===== config.mk =====
export PLATFORM = sky130hd
export DESIGN_NAME = dcc_top
export DESIGN_NICKNAME = d
export VERILOG_FILES = /design/src/dcc_top.v /design/src/dcc_trigger_sel.v /design/src/dcc_channel.v
export VERILOG_INCLUDE_DIRS = /design/src
export SDC_FILE = /design/constraint.sdc
export NUM_CORES = 1
export LEC_CHECK = 0
export ABC_AREA = 0
export BUFFER_PORTS_ARGS = -buffer_cell sky130_fd_sc_hd__buf_2
export CORE_ASPECT_RATIO = 2
export CORE_UTILIZATION = 49
export CTS_BUF_LIST = sky130_fd_sc_hd__clkbuf_16
export DETAILED_ROUTE_END_ITERATION = 8
export GPL_TIMING_DRIVEN = 1
export HOLD_SLACK_MARGIN = 0.03
export PLACE_DENSITY = 0.8
export SYNTH_ARGS = -nofsm -noshare
export SYNTH_HDL_FRONTEND = slang
export SYNTH_HIERARCHICAL = 1
export SYNTH_SLANG_ARGS = --single-unit

===== constraint.sdc =====
create_clock -name hclk -period 2.6 [get_ports hclk]
set_clock_uncertainty 0.1 [all_clocks]
set_input_delay 0.13 -clock hclk [delete_from_list [all_inputs] [get_ports hclk]]
set_output_delay 0.13 -clock hclk [all_outputs]
set_load 0.01 [all_outputs]

===== src/dcc_defs.vh =====
`ifndef DCC_DEFS_VH
`define DCC_DEFS_VH

// ----------------------------------------------------------------------------
// Register byte addresses
// ----------------------------------------------------------------------------
`define DCC_CH0_CTL_ADDR   12'hFB0
`define DCC_CH0_IO_ADDR    12'hFB1
`define DCC_CH0_HI_ADDR    12'hFB2
`define DCC_CH0_START_ADDR 12'hFB3
`define DCC_CH0_END_ADDR   12'hFB4
`define DCC_CH1_CTL_ADDR   12'hFB8
`define DCC_CH1_IO_ADDR    12'hFB9
`define DCC_CH1_HI_ADDR    12'hFBA
`define DCC_CH1_START_ADDR 12'hFBB
`define DCC_CH1_END_ADDR   12'hFBC
`define DCC_IRQ_STAT_ADDR  12'hFC0
`define DCC_IRQ_EN_ADDR    12'hFC4
`define DCC_IRQ_CLR_ADDR   12'hFC8

// ----------------------------------------------------------------------------
// Control field positions and reset values
// ----------------------------------------------------------------------------
`define DCC_CTL_EN    7
`define DCC_CTL_LOOP  6
`define DCC_CTL_DIR   5
`define DCC_CTL_IRQ   4
`define DCC_CTL_WORD  3
`define DCC_CTL_TRG_HI 2
`define DCC_CTL_TRG_LO 0
`define DCC_CTL_RESET 8'h00
`define DCC_PERIPH_PAGE 4'hF
`define DCC_TRG_RESERVED 3'h7

`endif


===== src/dcc_top.v =====
`timescale 1ns/1ps
`include "dcc_defs.vh"
// Two peripheral channels behind an AHB-Lite register slave
module dcc_top (
    input  wire        hclk,
    input  wire        hresetn,
    input  wire        ce,
    input  wire        hsel,
    input  wire [31:0] haddr,
    input  wire [1:0]  htrans,
    input  wire        hwrite,
    input  wire [2:0]  hsize,
    input  wire [31:0] hwdata,
    input  wire        hready,
    output wire [31:0] hrdata,
    output wire        hreadyout,
    output wire        hresp,
    input  wire [3:0]  timer_evt,
    input  wire [1:0]  uart_rx_valid,
    input  wire [1:0]  uart_tx_empty,
    input  wire        i2c_rx,
    input  wire        i2c_tx_empty,
    output wire        sys_bus_req,
    input  wire        sys_bus_grant,
    output wire [11:0] sys_addr,
    output wire [7:0]  sys_wdata,
    output wire        sys_wr,
    output wire        sys_rd,
    input  wire [7:0]  sys_rdata,
    output wire        irq
);
    // ------------------------------------------------------------------------
    // Storage
    // ------------------------------------------------------------------------
    reg  [7:0]  ctl_reg   [0:1];
    reg  [7:0]  io_reg    [0:1];
    reg  [7:0]  hi_reg    [0:1];
    reg  [7:0]  start_reg [0:1];
    reg  [7:0]  end_reg   [0:1];
    reg  [1:0]  irq_stat_reg;
    reg  [1:0]  irq_en_reg;
    reg  [31:0] hrdata_reg;
    reg         wpend_reg;
    reg  [11:0] waddr_reg;
    reg  [9:0]  sync1_reg;
    reg  [9:0]  sync2_reg;
    reg         owner_reg;

    wire [1:0]  req;
    wire [1:0]  done;
    wire [1:0]  clear_en;
    wire [11:0] ch_addr  [0:1];
    wire [7:0]  ch_wdata [0:1];
    wire [1:0]  ch_wr;
    wire [1:0]  ch_rd;
    wire [11:0] cur      [0:1];
    wire [1:0]  grant;

    wire        take = hsel & hready & htrans[1];
    wire [11:0] a    = haddr[11:0];

    assign hreadyout = 1'b1;
    assign hresp     = 1'b0;
    assign hrdata    = hrdata_reg;
    assign irq       = |(irq_stat_reg & irq_en_reg);

    // ------------------------------------------------------------------------
    // Pin synchronisers: timers, UART and I2C events
    // ------------------------------------------------------------------------
    always @(posedge hclk or negedge hresetn) begin
        if (!hresetn) begin
            sync1_reg <= 10'h000;
            sync2_reg <= 10'h000;
        end else if (ce) begin
            sync1_reg <= {i2c_tx_empty, i2c_rx, uart_tx_empty, uart_rx_valid, timer_evt};
            sync2_reg <= sync1_reg;
        end
    end

    // ------------------------------------------------------------------------
    // System bus arbitration between channels
    // ------------------------------------------------------------------------
    always @(posedge hclk or negedge hresetn) begin
        if (!hresetn)
            owner_reg <= 1'b0;
        else if (ce && !(req[owner_reg]))
            owner_reg <= req[0] ? 1'b0 : 1'b1;
    end
    assign sys_bus_req = |req;
    assign grant       = {sys_bus_grant & owner_reg, sys_bus_grant & ~owner_reg};
    assign sys_addr    = ch_addr[owner_reg];
    assign sys_wdata   = ch_wdata[owner_reg];
    assign sys_wr      = ch_wr[owner_reg];
    assign sys_rd      = ch_rd[owner_reg];

    // ------------------------------------------------------------------------
    // Channels
    // ------------------------------------------------------------------------
    genvar g;
    generate
        for (g = 0; g < 2; g = g + 1) begin : g_ch
            dcc_channel #(.CHANNEL(g)) u_ch (
                .hclk          (hclk),
                .hresetn       (hresetn),
                .ce            (ce),
                .ctl           (ctl_reg[g]),
                .io_low        (io_reg[g]),
                .start_addr    ({hi_reg[g][3:0], start_reg[g]}),
                .end_addr      ({hi_reg[g][7:4], end_reg[g]}),
                .timer_evt     (sync2_reg[3:0]),
                .uart_rx_valid (sync2_reg[5:4]),
                .uart_tx_empty (sync2_reg[7:6]),
                .i2c_rx        (sync2_reg[8]),
                .i2c_tx_empty  (sync2_reg[9]),
                .grant         (grant[g]),
                .rdata         (sys_rdata),
                .req           (req[g]),
                .addr          (ch_addr[g]),
                .wdata         (ch_wdata[g]),
                .wr            (ch_wr[g]),
                .rd            (ch_rd[g]),
                .cur_addr      (cur[g]),
                .done          (done[g]),
                .clear_en      (clear_en[g]),
                .busy          ()
            );
        end
    endgenerate

    // ------------------------------------------------------------------------
    // AHB-Lite register slave, zero wait states
    // ------------------------------------------------------------------------
    always @(posedge hclk or negedge hresetn) begin : p_regs
        integer i;
        if (!hresetn) begin
            for (i = 0; i < 2; i = i + 1) begin
                ctl_reg[i]   <= `DCC_CTL_RESET;
                io_reg[i]    <= 8'h00;
                hi_reg[i]    <= 8'h00;
                start_reg[i] <= 8'h00;
                end_reg[i]   <= 8'h00;
            end
            irq_stat_reg <= 2'h0;
            irq_en_reg   <= 2'h0;
            hrdata_reg   <= 32'h0000_0000;
            wpend_reg    <= 1'b0;
            waddr_reg    <= 12'h000;
        end else if (ce) begin
            if (hready) begin
                wpend_reg <= take & hwrite;
                waddr_reg <= a;
            end
            if (wpend_reg) begin
                case (waddr_reg)
                    `DCC_CH0_CTL_ADDR:   ctl_reg[0]   <= hwdata[7:0];
                    `DCC_CH0_IO_ADDR:    io_reg[0]    <= hwdata[7:0];
                    `DCC_CH0_HI_ADDR:    hi_reg[0]    <= hwdata[7:0];
                    `DCC_CH0_START_ADDR: start_reg[0] <= hwdata[7:0];
                    `DCC_CH0_END_ADDR:   end_reg[0]   <= hwdata[7:0];
                    `DCC_CH1_CTL_ADDR:   ctl_reg[1]   <= hwdata[7:0];
                    `DCC_CH1_IO_ADDR:    io_reg[1]    <= hwdata[7:0];
                    `DCC_CH1_HI_ADDR:    hi_reg[1]    <= hwdata[7:0];
                    `DCC_CH1_START_ADDR: start_reg[1] <= hwdata[7:0];
                    `DCC_CH1_END_ADDR:   end_reg[1]   <= hwdata[7:0];
                    `DCC_IRQ_EN_ADDR:    irq_en_reg   <= hwdata[1:0];
                    default: ;
                endcase
            end
            // Hardware single-pass disable follows any software write
            for (i = 0; i < 2; i = i + 1)
                if (clear_en[i])
                    ctl_reg[i][`DCC_CTL_EN] <= 1'b0;
            // Set wins over the clear in the same cycle
            irq_stat_reg <= (irq_stat_reg
                & ~((wpend_reg && waddr_reg == `DCC_IRQ_CLR_ADDR) ? hwdata[1:0] : 2'h0))
                | (done & {ctl_reg[1][`DCC_CTL_IRQ], ctl_reg[0][`DCC_CTL_IRQ]});
            if (take && !hwrite) begin
                case (a)
                    `DCC_CH0_CTL_ADDR:   hrdata_reg <= {24'h0, ctl_reg[0]};
                    `DCC_CH0_IO_ADDR:    hrdata_reg <= {24'h0, io_reg[0]};
                    `DCC_CH0_HI_ADDR:    hrdata_reg <= {24'h0, hi_reg[0]};
                    `DCC_CH0_START_ADDR: hrdata_reg <= {24'h0, cur[0][7:0]};
                    `DCC_CH0_END_ADDR:   hrdata_reg <= {24'h0, end_reg[0]};
                    `DCC_CH1_CTL_ADDR:   hrdata_reg <= {24'h0, ctl_reg[1]};
                    `DCC_CH1_IO_ADDR:    hrdata_reg <= {24'h0, io_reg[1]};
                    `DCC_CH1_HI_ADDR:    hrdata_reg <= {24'h0, hi_reg[1]};
                    `DCC_CH1_START_ADDR: hrdata_reg <= {24'h0, cur[1][7:0]};
                    `DCC_CH1_END_ADDR:   hrdata_reg <= {24'h0, end_reg[1]};
                    `DCC_IRQ_STAT_ADDR:  hrdata_reg <= {30'h0, irq_stat_reg};
                    `DCC_IRQ_EN_ADDR:    hrdata_reg <= {30'h0, irq_en_reg};
                    default:             hrdata_reg <= 32'h0000_0000;
                endcase
            end
        end
    end
endmodule // dcc_top


===== src/dcc_trigger_sel.v =====
`timescale 1ns/1ps
// Picks one channel's trigger from synchronised raw peripheral events
module dcc_trigger_sel #(
    parameter CHANNEL = 0
) (
    input  wire [2:0] sel,
    input  wire [3:0] timer_evt,
    input  wire [1:0] uart_rx_valid,
    input  wire [1:0] uart_tx_empty,
    input  wire       i2c_rx,
    input  wire       i2c_tx_empty,
    output reg        trig
);
    // ------------------------------------------------------------------------
    // Source multiplexer
    // ------------------------------------------------------------------------
    always @* begin
        case (sel)
            3'h0, 3'h1, 3'h2, 3'h3: trig = timer_evt[sel[1:0]];
            3'h4: trig = (CHANNEL == 0) ? uart_rx_valid[0] : uart_tx_empty[0];
            3'h5: trig = (CHANNEL == 0) ? uart_rx_valid[1] : uart_tx_empty[1];
            3'h6: trig = (CHANNEL == 0) ? i2c_rx : i2c_tx_empty;
            default: trig = 1'b0;
        endcase
    end
endmodule // dcc_trigger_sel


===== src/dcc_channel.v =====
`timescale 1ns/1ps
`include "dcc_defs.vh"
// One channel: trigger edge, bus handshake, data move and address step
module dcc_channel #(
    parameter CHANNEL = 0
) (
    input  wire        hclk,
    input  wire        hresetn,
    input  wire        ce,
    input  wire [7:0]  ctl,
    input  wire [7:0]  io_low,
    input  wire [11:0] start_addr,
    input  wire [11:0] end_addr,
    input  wire [3:0]  timer_evt,
    input  wire [1:0]  uart_rx_valid,
    input  wire [1:0]  uart_tx_empty,
    input  wire        i2c_rx,
    input  wire        i2c_tx_empty,
    input  wire        grant,
    input  wire [7:0]  rdata,
    output wire        req,
    output reg  [11:0] addr,
    output reg  [7:0]  wdata,
    output reg         wr,
    output reg         rd,
    output reg  [11:0] cur_addr,
    output reg         done,
    output reg         clear_en,
    output wire        busy
);
    localparam S_IDLE = 4'b0001;
    localparam S_REQ  = 4'b0010;
    localparam S_RD   = 4'b0100;
    localparam S_WR   = 4'b1000;

    reg  [3:0]  state_reg;
    reg         trig_reg;
    reg         second_reg;
    reg  [7:0]  hold_reg;
    wire        trig;
    wire        en   = ctl[`DCC_CTL_EN];
    wire        word = ctl[`DCC_CTL_WORD];
    wire        dir  = ctl[`DCC_CTL_DIR];
    wire [11:0] pa   = {`DCC_PERIPH_PAGE, io_low[7:1], io_low[0] | second_reg};
    wire [11:0] ra   = cur_addr + {11'h000, second_reg};

    dcc_trigger_sel #(.CHANNEL(CHANNEL)) u_sel (
        .sel           (ctl[`DCC_CTL_TRG_HI:`DCC_CTL_TRG_LO]),
        .timer_evt     (timer_evt),
        .uart_rx_valid (uart_rx_valid),
        .uart_tx_empty (uart_tx_empty),
        .i2c_rx        (i2c_rx),
        .i2c_tx_empty  (i2c_tx_empty),
        .trig          (trig)
    );

    assign req  = (state_reg != S_IDLE);
    assign busy = req;

    // ------------------------------------------------------------------------
    // Transfer sequencer
    // ------------------------------------------------------------------------
    always @(posedge hclk or negedge hresetn) begin
        if (!hresetn) begin
            state_reg  <= S_IDLE;
            trig_reg   <= 1'b0;
            second_reg <= 1'b0;
            hold_reg   <= 8'h00;
            cur_addr   <= 12'h000;
            addr       <= 12'h000;
            wdata      <= 8'h00;
            wr         <= 1'b0;
            rd         <= 1'b0;
            done       <= 1'b0;
            clear_en   <= 1'b0;
        end else if (ce) begin
            trig_reg <= trig;
            wr       <= 1'b0;
            rd       <= 1'b0;
            done     <= 1'b0;
            clear_en <= 1'b0;
            case (state_reg)
                S_IDLE: begin
                    second_reg <= 1'b0;
                    if (!en)
                        cur_addr <= start_addr;     // Rearm from programmed start
                    else if (trig & ~trig_reg)
                        state_reg <= S_REQ;
                end
                S_REQ: if (grant) begin
                    addr      <= dir ? pa : ra;
                    rd        <= 1'b1;
                    state_reg <= S_RD;
                end
                S_RD: begin
                    hold_reg  <= rdata;              // Data valid in the same cycle as rd
                    state_reg <= S_WR;
                end
                default: begin
                    addr  <= dir ? ra : pa;
                    wdata <= hold_reg;
                    wr    <= 1'b1;
                    if (word && !second_reg) begin
                        second_reg <= 1'b1;          // Second byte reasks with bus still held
                        state_reg <= S_REQ;
                    end else begin
                        state_reg <= S_IDLE;
                        if (cur_addr == end_addr) begin
                            cur_addr <= start_addr;
                            done     <= 1'b1;
                            clear_en <= ~ctl[`DCC_CTL_LOOP];
                        end else
                            cur_addr <= cur_addr + (word ? 12'h002 : 12'h001);
                    end
                end
            endcase
        end
    end
endmodule // dcc_channel


; After elaboration in Yosys (flattened, before gate mapping)
; Cells that the tools add are included.
[classes]
addsub = 4
n_mul = 0
n_div = 0
n_lt_le_gt_ge = 4
eq_ne = 56
n_shift = 0
n_mux = 76
bitwise = 26
n_reduce_logical = 54
[op_table]
columns = op, count
row1 = "== test 12 bit, second input constant", 24
row2 = two-way mux 12 bit, 15
row3 = case mux 12 bit (2 select lines), 4
row4 = case mux 8 bit (12 select lines), 1
row5 = AND reduction 3 bit, 17
row6 = two-way mux 8 bit, 5
row7 = two-way mux 1 bit, 31
row8 = adder 12 x 1 -> 12 bit, 2
row9 = adder 12 bit, 2
row10 = == test 12 bit, 2
row11 = two-way mux 4 bit, 6
row12 = case mux 4 bit (3 select lines), 2
row13 = "== test 3 bit, second input constant", 6
row14 = two-way mux 16 bit, 1
row15 = AND reduction 4 bit, 4
row16 = "== test 3 x 2 -> 1 bit, second input constant", 4
row17 = "inequality test 2 bit, second input constant", 6
row18 = AND reduction 2 bit, 6
row19 = nonzero test 2 bit, 6
row20 = OR reduction 2 bit, 6
row21 = inverter 1 bit, 11
row22 = two-way mux 2 bit, 5
row23 = "== test 4 x 1 -> 1 bit, second input constant", 2
row24 = "== test 4 x 2 -> 1 bit, second input constant", 2
row25 = other kinds (21), 50
[word_totals]
reg_bits = 250
latchBits = 0
mem_bits_rw = 0
mem_bits_ro = 0
inputBits = 94
output_inout_bits = 58
mem_count = 0

; Depth between registers and ports, before layout
; Gate-level depths: netlist (run 1).
[logic_depth]
word_depth = 7
depth_mapped = 9
ltp_nobuf = 8

; Cells and area by module
; Netlist (run 1), hierarchy kept.
[by_module_without_submodules]
columns = mod, instances, cells_each, area_per_inst_um2, seq_area_each_um2
row1 = dcc_top, 1, 501, 6193.4, 3153.0
row2 = dcc_channel (g_ch[1].u_ch), 1, 306, 2971.6, 1252.5
row3 = dcc_channel (g_ch[0].u_ch), 1, 302, 2941.6, 1252.5
row4 = dcc_trigger_sel, 2, 5, 53.8, 0.0

; Least setup slack after synthesis (run 1)
; Ideal clock, no wire load.
[synth_timing]
kind = register to register
start = reg ctl_reg[8] (netlist name)
end = reg g_ch[0].u_ch.hold_reg[5]
arrival_ps = 2106
t_required_ps = 2373
path_slack_ps = 267
stages_incl_launch_ff = 9
path_buffers = 1
path_cell_list = dfrtp_1 > mux4_2 > mux2_2 > nand3b_1 > a22oi_1 > nand2_1 > or4_1 > buf_4 > mux2_1
[synth_rtl]
columns = element, line
row1 = end signal: assignment, dcc_channel.v:96  ; hold_reg <= rdata;
row2 = end: declaration, dcc_channel.v:39  ; reg [7:0] hold_reg;

==> impl_results.md, run 1 <==
- Num ports: 152
- Crit path max-delay family: multiplexers
- Crit Path Category: register to register
- Register-to-Register Path Depth: 7
- Setup repair after global routing missed its margin: no
- GRT overflow: 0
- LEAKAGE: 6.44 nW
- Met2 Use GR: 0.517
- Clk Latency, worst-skew pair: 0.51 ns
- Pwr Density: 833 nW/µm²
- Worst hold path depth: 3
- Post-synth top area share: 0.459
- Pwr Total: 11.7 mW
- Die Wd: 114 µm
- Cell area after synthesis: 12200 µm²
- Die area: 25600 µm²
- Hold_ws: 0.0522 ns
- Top flop regs: g_ch.u_ch/addr: 24 flops, g_ch.u_ch/cur_addr: 24 flops
- CP max stage delay: 0.52 ns
- Worst setup EP type: register
- DR vias/cell: 6.03
- Relative slew slack: 0.398
- Period utilization: 0.946
- Setup TNS: 0 ns
- Area contributors post-synth: dfrtp_1 (46%), mux2_2 (18%), nand2_1 (2.8%)
- Tmin final: 2.46 ns
- First drt pass iteration count: 5
- Setup ws final: 0.140 ns
- Met1 Resource Use GR: 0.297
- Placed wire-length estimate: 26100 µm
- Sum of buffers and inverters on the critical path: 0
- DP Area: 13000 µm²
- Cts bufs inserted: 20
- Hold_sp: hwdata[1]
- ANT nets after route: 0
- Clock sinks: 226
- Total GRT Usage: 0.288
- Largest net degree at the start of global routing: 82
- Final Slew Violations: 0
- Root Buffer: clkbuf_16
- Buffers added on ports: 77
- Via count: 9551
- Crit-path cells: mux4_2 > mux2_2 > nand3b_1 > a22oi_1 > nand2_1 > or4_4 > mux2_1
- Maximum vdd drop: 0.626 mV
- Slowest stage cell, crit path: or4_4
- Die Y: 225 µm
- Worst Hold Path EP: irq_stat_reg[1]
- Arrival time worst endpoint: 2.74 ns
- Initial Util: 0.500
- Clock slew at reported path FFs: 0.07 ns
- FF-to-FF Start: ctl_reg[8]
- Most common cell after layout, fill and taps aside: dfrtp_1
- CTS max path bufs: 3
- DP Cell Count: 1506
- Gate Count Post-Synth: 1119
- Tightest Pin Transition: 0.897 ns
- Post-CTS setup buffer count: 0
- Flop2flop setup slack: 0.14 ns
- Required @ worst endpoint: 2.88 ns
- Final Util: 0.577
- Final #Nets: 1341
- Register area share after synthesis: 0.463
- Fin. Hold Viols: 0
- Worst Hold Class: input pin to register
- Synth warn: 6
- Core area: 24400 µm²
- Post-synth EDFFs: 0
- Global-route wire length before repair: 55200 µm
- DR DRC count: 0
- Share of layout cells above drive strength 1: 0.310
- GRT Max-Usage Layer: met2
- Avg Inst Size Synth: 10.9 µm²
- Distinct cells, synth: 81
- Routability cong.: 0.951
- Initial antenna violation count: 0
- Dpl ws: 0.0379 ns
- Synth Flop Type: dfrtp_1
- Final WL: 35800 µm
- Grt met3 use: 0.0317
- Async SR Flop Fraction: 1.00
- Vias in the first global route: 9743
- Critical Path Fanout Max: 9
- H-tree depth: 1
- Setup violators final: 0
- Syn-to-layout area delta: 15.3%
- WL/cell: 22.6 µm
- Non-Filler Instances: 1583
- Max_cap viols: 0
- Flops & latches, synth: 226
- # rows: 81
- CTS tree: yes
- Status: complete, no violations
- Number of DRC markers in iteration 0: 577
- Reg2reg end: g_ch[0].u_ch/hold_reg[5]
- Achievable Freq: 0.407 GHz
- Most frequent cells in the layout: dfrtp_1 (224), mux2_2 (195), nand2_1 (91), buf_2 (76), buf_4 (50)
- Setup crit start kind: register
- Final Instance Area: 14100 µm²
- Area leader, netlist: dfrtp_1
[cell type report]
cell class / count / area (µm²)
antenna: 1 / 2.50
clock buffer: 21 / 526
clock inverter: 14 / 140
fill: 2020 / 10300
inverter: 40 / 150
multi-input combinational: 778 / 5950
sequential: 226 / 5660
tap: 332 / 415
timing repair buffer: 171 / 1240
[repair_timing]
action | CTS | global route
endpoints found under the setup margin | 0 | 8
hold buffers | 41 | 0
gates resized for setup | 0 | 1
hold endpoints to repair | 224 | 0
[cell usage after synthesis, types with 21 or more instances]
master and count:
mux2_2 195, nand2_1 91, nand4_1 28, nand3_1 26, xor2_1 29, nor3_1 21, buf_4 33, a21oi_1 23
nor2_1 49, clkbuf_1 31, o21ai_0 47, dfrtp_1 224, inv_1 38
[cells by family (layout without fill, tap and decap cells)]
| family | Yosys count | in the layout | synth area share |
|---|---|---|---|
| AO/OA/AOI/OAI | 175 | 175 | 0.0970 |
| XOR/XNOR | 46 | 46 | 0.0330 |
| adder cells (fa/ha/maj) | 10 | 10 | 0.0115 |
| buffers and inverters | 139 | 246 | 0.0574 |
| flip-flops | 226 | 226 | 0.463 |
| multiplexers | 220 | 220 | 0.205 |
| other | 2 | 27 | 0.000615 |
| AND/OR/NAND/NOR | 301 | 301 | 0.133 |
[where the power goes]
group	internal [mW]	switching, mW	total, mW
Combinational	1.77	2.25	4.03
Sequential	4.09	0.519	4.61
Clock	1.76	1.33	3.09
[metal layers]
layer,wire [µm],share of wire,vias to the layer above
li1,-,-,4212
met5,0,0,-
met4,3380,0.094,0
met2,18600,0.52,429
met1,12200,0.34,4732
met3,1600,0.045,178
[how the worst max path moves through the flow]
stage               slack [ns]                       end   startpoint  cells after the start
finish                    0.14  g_ch[0].u_ch/hold_reg[5]   ctl_reg[8]                      7
global route             0.003  g_ch[0].u_ch/cur_addr[6]  ctl_reg[11]                      8
CTS                       0.02  g_ch[0].u_ch/hold_reg[5]   ctl_reg[8]                      7
detailed placement        0.04  g_ch[0].u_ch/hold_reg[5]   ctl_reg[8]                      7
global placement          0.07  g_ch[0].u_ch/hold_reg[5]   ctl_reg[8]                      7
floorplan                 0.27  g_ch[0].u_ch/hold_reg[5]   ctl_reg[8]                      8
[worst register-to-register path: stages (launching register included)]
cell      delay [ns]
dfrtp_1         0.45
mux4_2          0.36
mux2_2          0.18
nand3b_1        0.08
a22oi_1         0.19
nand2_1         0.08
or4_4           0.52
mux2_1          0.37
No activity file was read; power rests on OpenSTA's default activity.
==> run 2: changes to the inputs <==
--- a/config.mk
+++ b/config.mk
@@ -8,13 +8,15 @@
 export LEC_CHECK = 0
 export ABC_AREA = 0
 export BUFFER_PORTS_ARGS = -buffer_cell sky130_fd_sc_hd__buf_2
+export CELL_PAD_IN_SITES_DETAIL_PLACEMENT = 2
+export CELL_PAD_IN_SITES_GLOBAL_PLACEMENT = 2
 export CORE_ASPECT_RATIO = 2
-export CORE_UTILIZATION = 49
+export CORE_UTILIZATION = 39
 export CTS_BUF_LIST = sky130_fd_sc_hd__clkbuf_16
 export DETAILED_ROUTE_END_ITERATION = 8
 export GPL_TIMING_DRIVEN = 1
 export HOLD_SLACK_MARGIN = 0.03
-export PLACE_DENSITY = 0.8
+export PLACE_DENSITY = 0.92
 export SYNTH_ARGS = -nofsm -noshare
 export SYNTH_HDL_FRONTEND = slang
 export SYNTH_HIERARCHICAL = 1
==> run 2 against run 1 <==
Against the previous run: register-to-register slack worse by 0.24 ns; maximum frequency is 8.8% lower; setup slack worse by 0.24 ns; hold slack better by 0.00080 ns; largest cell class unchanged; the run now ends with setup timing left; highest routed layer unchanged.
==> impl_results.md, run 2 (synthesis gave the netlist of run 1 again) <==
- # rows: 91
- Via count: 11000
- Fin. Hold Viols: 0
- Register area: 5670 µm²
- Required @ worst endpoint: 2.94 ns
- Slowest stage cell, crit path: dfstp_4
- Core area: 30900 µm²
- Total GRT Usage: 0.384
- Final WL: 61000 µm
- Die Y: 252 µm
- Max_cap viols: 0
- Pwr Total: 13.2 mW
- Achievable Freq: 0.371 GHz
- Dpl ws: 0.0168 ns
- Crit-path cells: or3b_2 > o21a_1 > o21ai_0 > buf_4 > mux2_2
- Setup ws final: -0.0980 ns
- Most frequent cells in the layout: dfrtp_1 (220), mux2_2 (194), nand2_1 (89), buf_2 (76), buf_4 (67)
- Cts bufs inserted: 22
- Largest net degree at the start of global routing: 79
- Violated checks: setup timing
- Pwr Density: 918 nW/µm²
- Area of the multi-input gates: 6020 µm²
- Syn-to-layout area delta: 17.6%
- ANT nets after route: 0
- Final Slew Violations: 0
- WL/cell: 36.1 µm
- Critical Path Fanout Max: 9
- DR DRC count: 0
- H-tree depth: 1
- Vias in the first global route: 12300
- Number of DRC markers in iteration 0: 999
- Sum of buffers and inverters on the critical path: 1
- Die area: 32100 µm²
- Final #Nets: 1356
- Root Buffer: clkbuf_16
- Global-route wire length before repair: 87600 µm
- Clock sinks: 226
- Crit path max-delay family: flip-flops
- Initial antenna violation count: 4
- Period utilization: 1.04
- Worst Hold Class: input pin to asynchronous set/reset pin
- Most common cell after layout, fill and taps aside: dfrtp_1
- Initial Util: 0.396
- Setup crit start kind: register
- DR vias/cell: 6.49
- Maximum vdd drop: 0.779 mV
- Tightest Pin Transition: 0.942 ns
- Setup violators final: 17
- Share of layout cells above drive strength 1: 0.334
- CP max stage delay: 0.70 ns
- Die Wd: 127 µm
- CTS max path bufs: 3
- Crit Path Category: register to register
- GRT overflow: 0
- CTS tree: yes
- Buffers added on ports: 77
- Fill cells: 3079
- Tmin final: 2.70 ns
- Setup repair after global routing missed its margin: yes
- Top flop regs: g_ch.u_ch/addr: 24 flops, g_ch.u_ch/cur_addr: 24 flops
- Relative slew slack: 0.365
- Clock slew at reported path FFs: 0.07 ns
- Placed wire-length estimate: 35700 µm
- LEAKAGE: 6.52 nW
- Routability cong.: 0.889
- Num ports: 152
- Arrival time worst endpoint: 3.04 ns
- Clk Latency, worst-skew pair: 0.58 ns
- Worst setup EP type: register
- First drt pass iteration count: 5
- Status: finished with violations
==> run 2: cell types whose count changed in the layout (fill, tap and decap cells not counted), sizes merged <==
cell / delta
or4: +1
diode: +3
buf: +17
bufinv: -1
dlygate4sd3: -5
clkinv: +2
clkbuf: +1
==> run 2: repair_timing <==
item / CTS / global route
cloned: 0 / 1
endpoints found under the setup margin: 9 / 31
endpoints found under the hold margin: 263 / 0
resized for setup: 3 / 18
buffers inserted: 2 / 6
pin swaps: 1 / 2
hold buffers: 36 / 0
==> run 2: power by group <==
group,switching [mW],total [mW],internal [mW]
clock,1.68,3.43,1.75
combinational,3.02,4.89,1.87
sequential,0.761,4.86,4.10
==> run 2: stage by stage <==
step	TNS, ns	utilization	hold slack, ns	instances	instance area (µm²)
floorplan	0	-	-0.266	1143	12300
global placement	0	0.427	0.0525	1602	13200
detailed placement	0	0.427	0.0685	1602	13200
CTS	-0.0141	0.461	0.0323	1677	14200
global route	-1.50	0.465	0.0516	1685	14400
finish	-1.26	0.465	0.0530	1687	14400
==> run 2: area by class of cell <==
type	instances	area share
Tap cell	418	0.0364
Antenna cell	4	0.000697
Multi-Input combinational cell	779	0.419
Sequential cell	226	0.395
Clock inverter	15	0.00941
Timing Repair Buffer	183	0.0912
Inverter	40	0.0105
Clock buffer	22	0.0383
==> run 2: path summary, 6_finish.rpt <==
check	endpoint	cells past startpoint	startpoint	slack (ns)
setup / recovery	g_ch[0].u_ch/wdata[1]	5	g_ch[0].u_ch/state_reg[0]	-0.1
hold / removal	g_ch[0].u_ch/addr[9]	2	hresetn	0.05
setup reg to reg	g_ch[0].u_ch/wdata[1]	5	g_ch[0].u_ch/state_reg[0]	-0.1
hold reg to reg	hrdata[1]	2	hrdata[1]	0.39
max in group asynchronous	g_ch[1].u_ch/state_reg[0]	3	hresetn	1.47
min in group hclk	io_reg[10]	2	hwdata[2]	0.06
==> run 2: worst register-to-register path: stages, from the launching register on <==
cell     delay (ns)
dfstp_4        0.70
or3b_2         0.54
o21a_1         0.15
o21ai_0        0.39
buf_4          0.30
mux2_2         0.39
==> run 2: per-layer routing <==
| layer | GRT usage | wire [µm] | share of wire |
|---|---|---|---|
| met1 | 0.378 | 19600 | 0.32 |
| met2 | 0.668 | 30900 | 0.51 |
| met3 | 0.0826 | 3860 | 0.063 |
| met4 | 0.350 | 6590 | 0.11 |
| met5 | 0 | 0 | 0 |
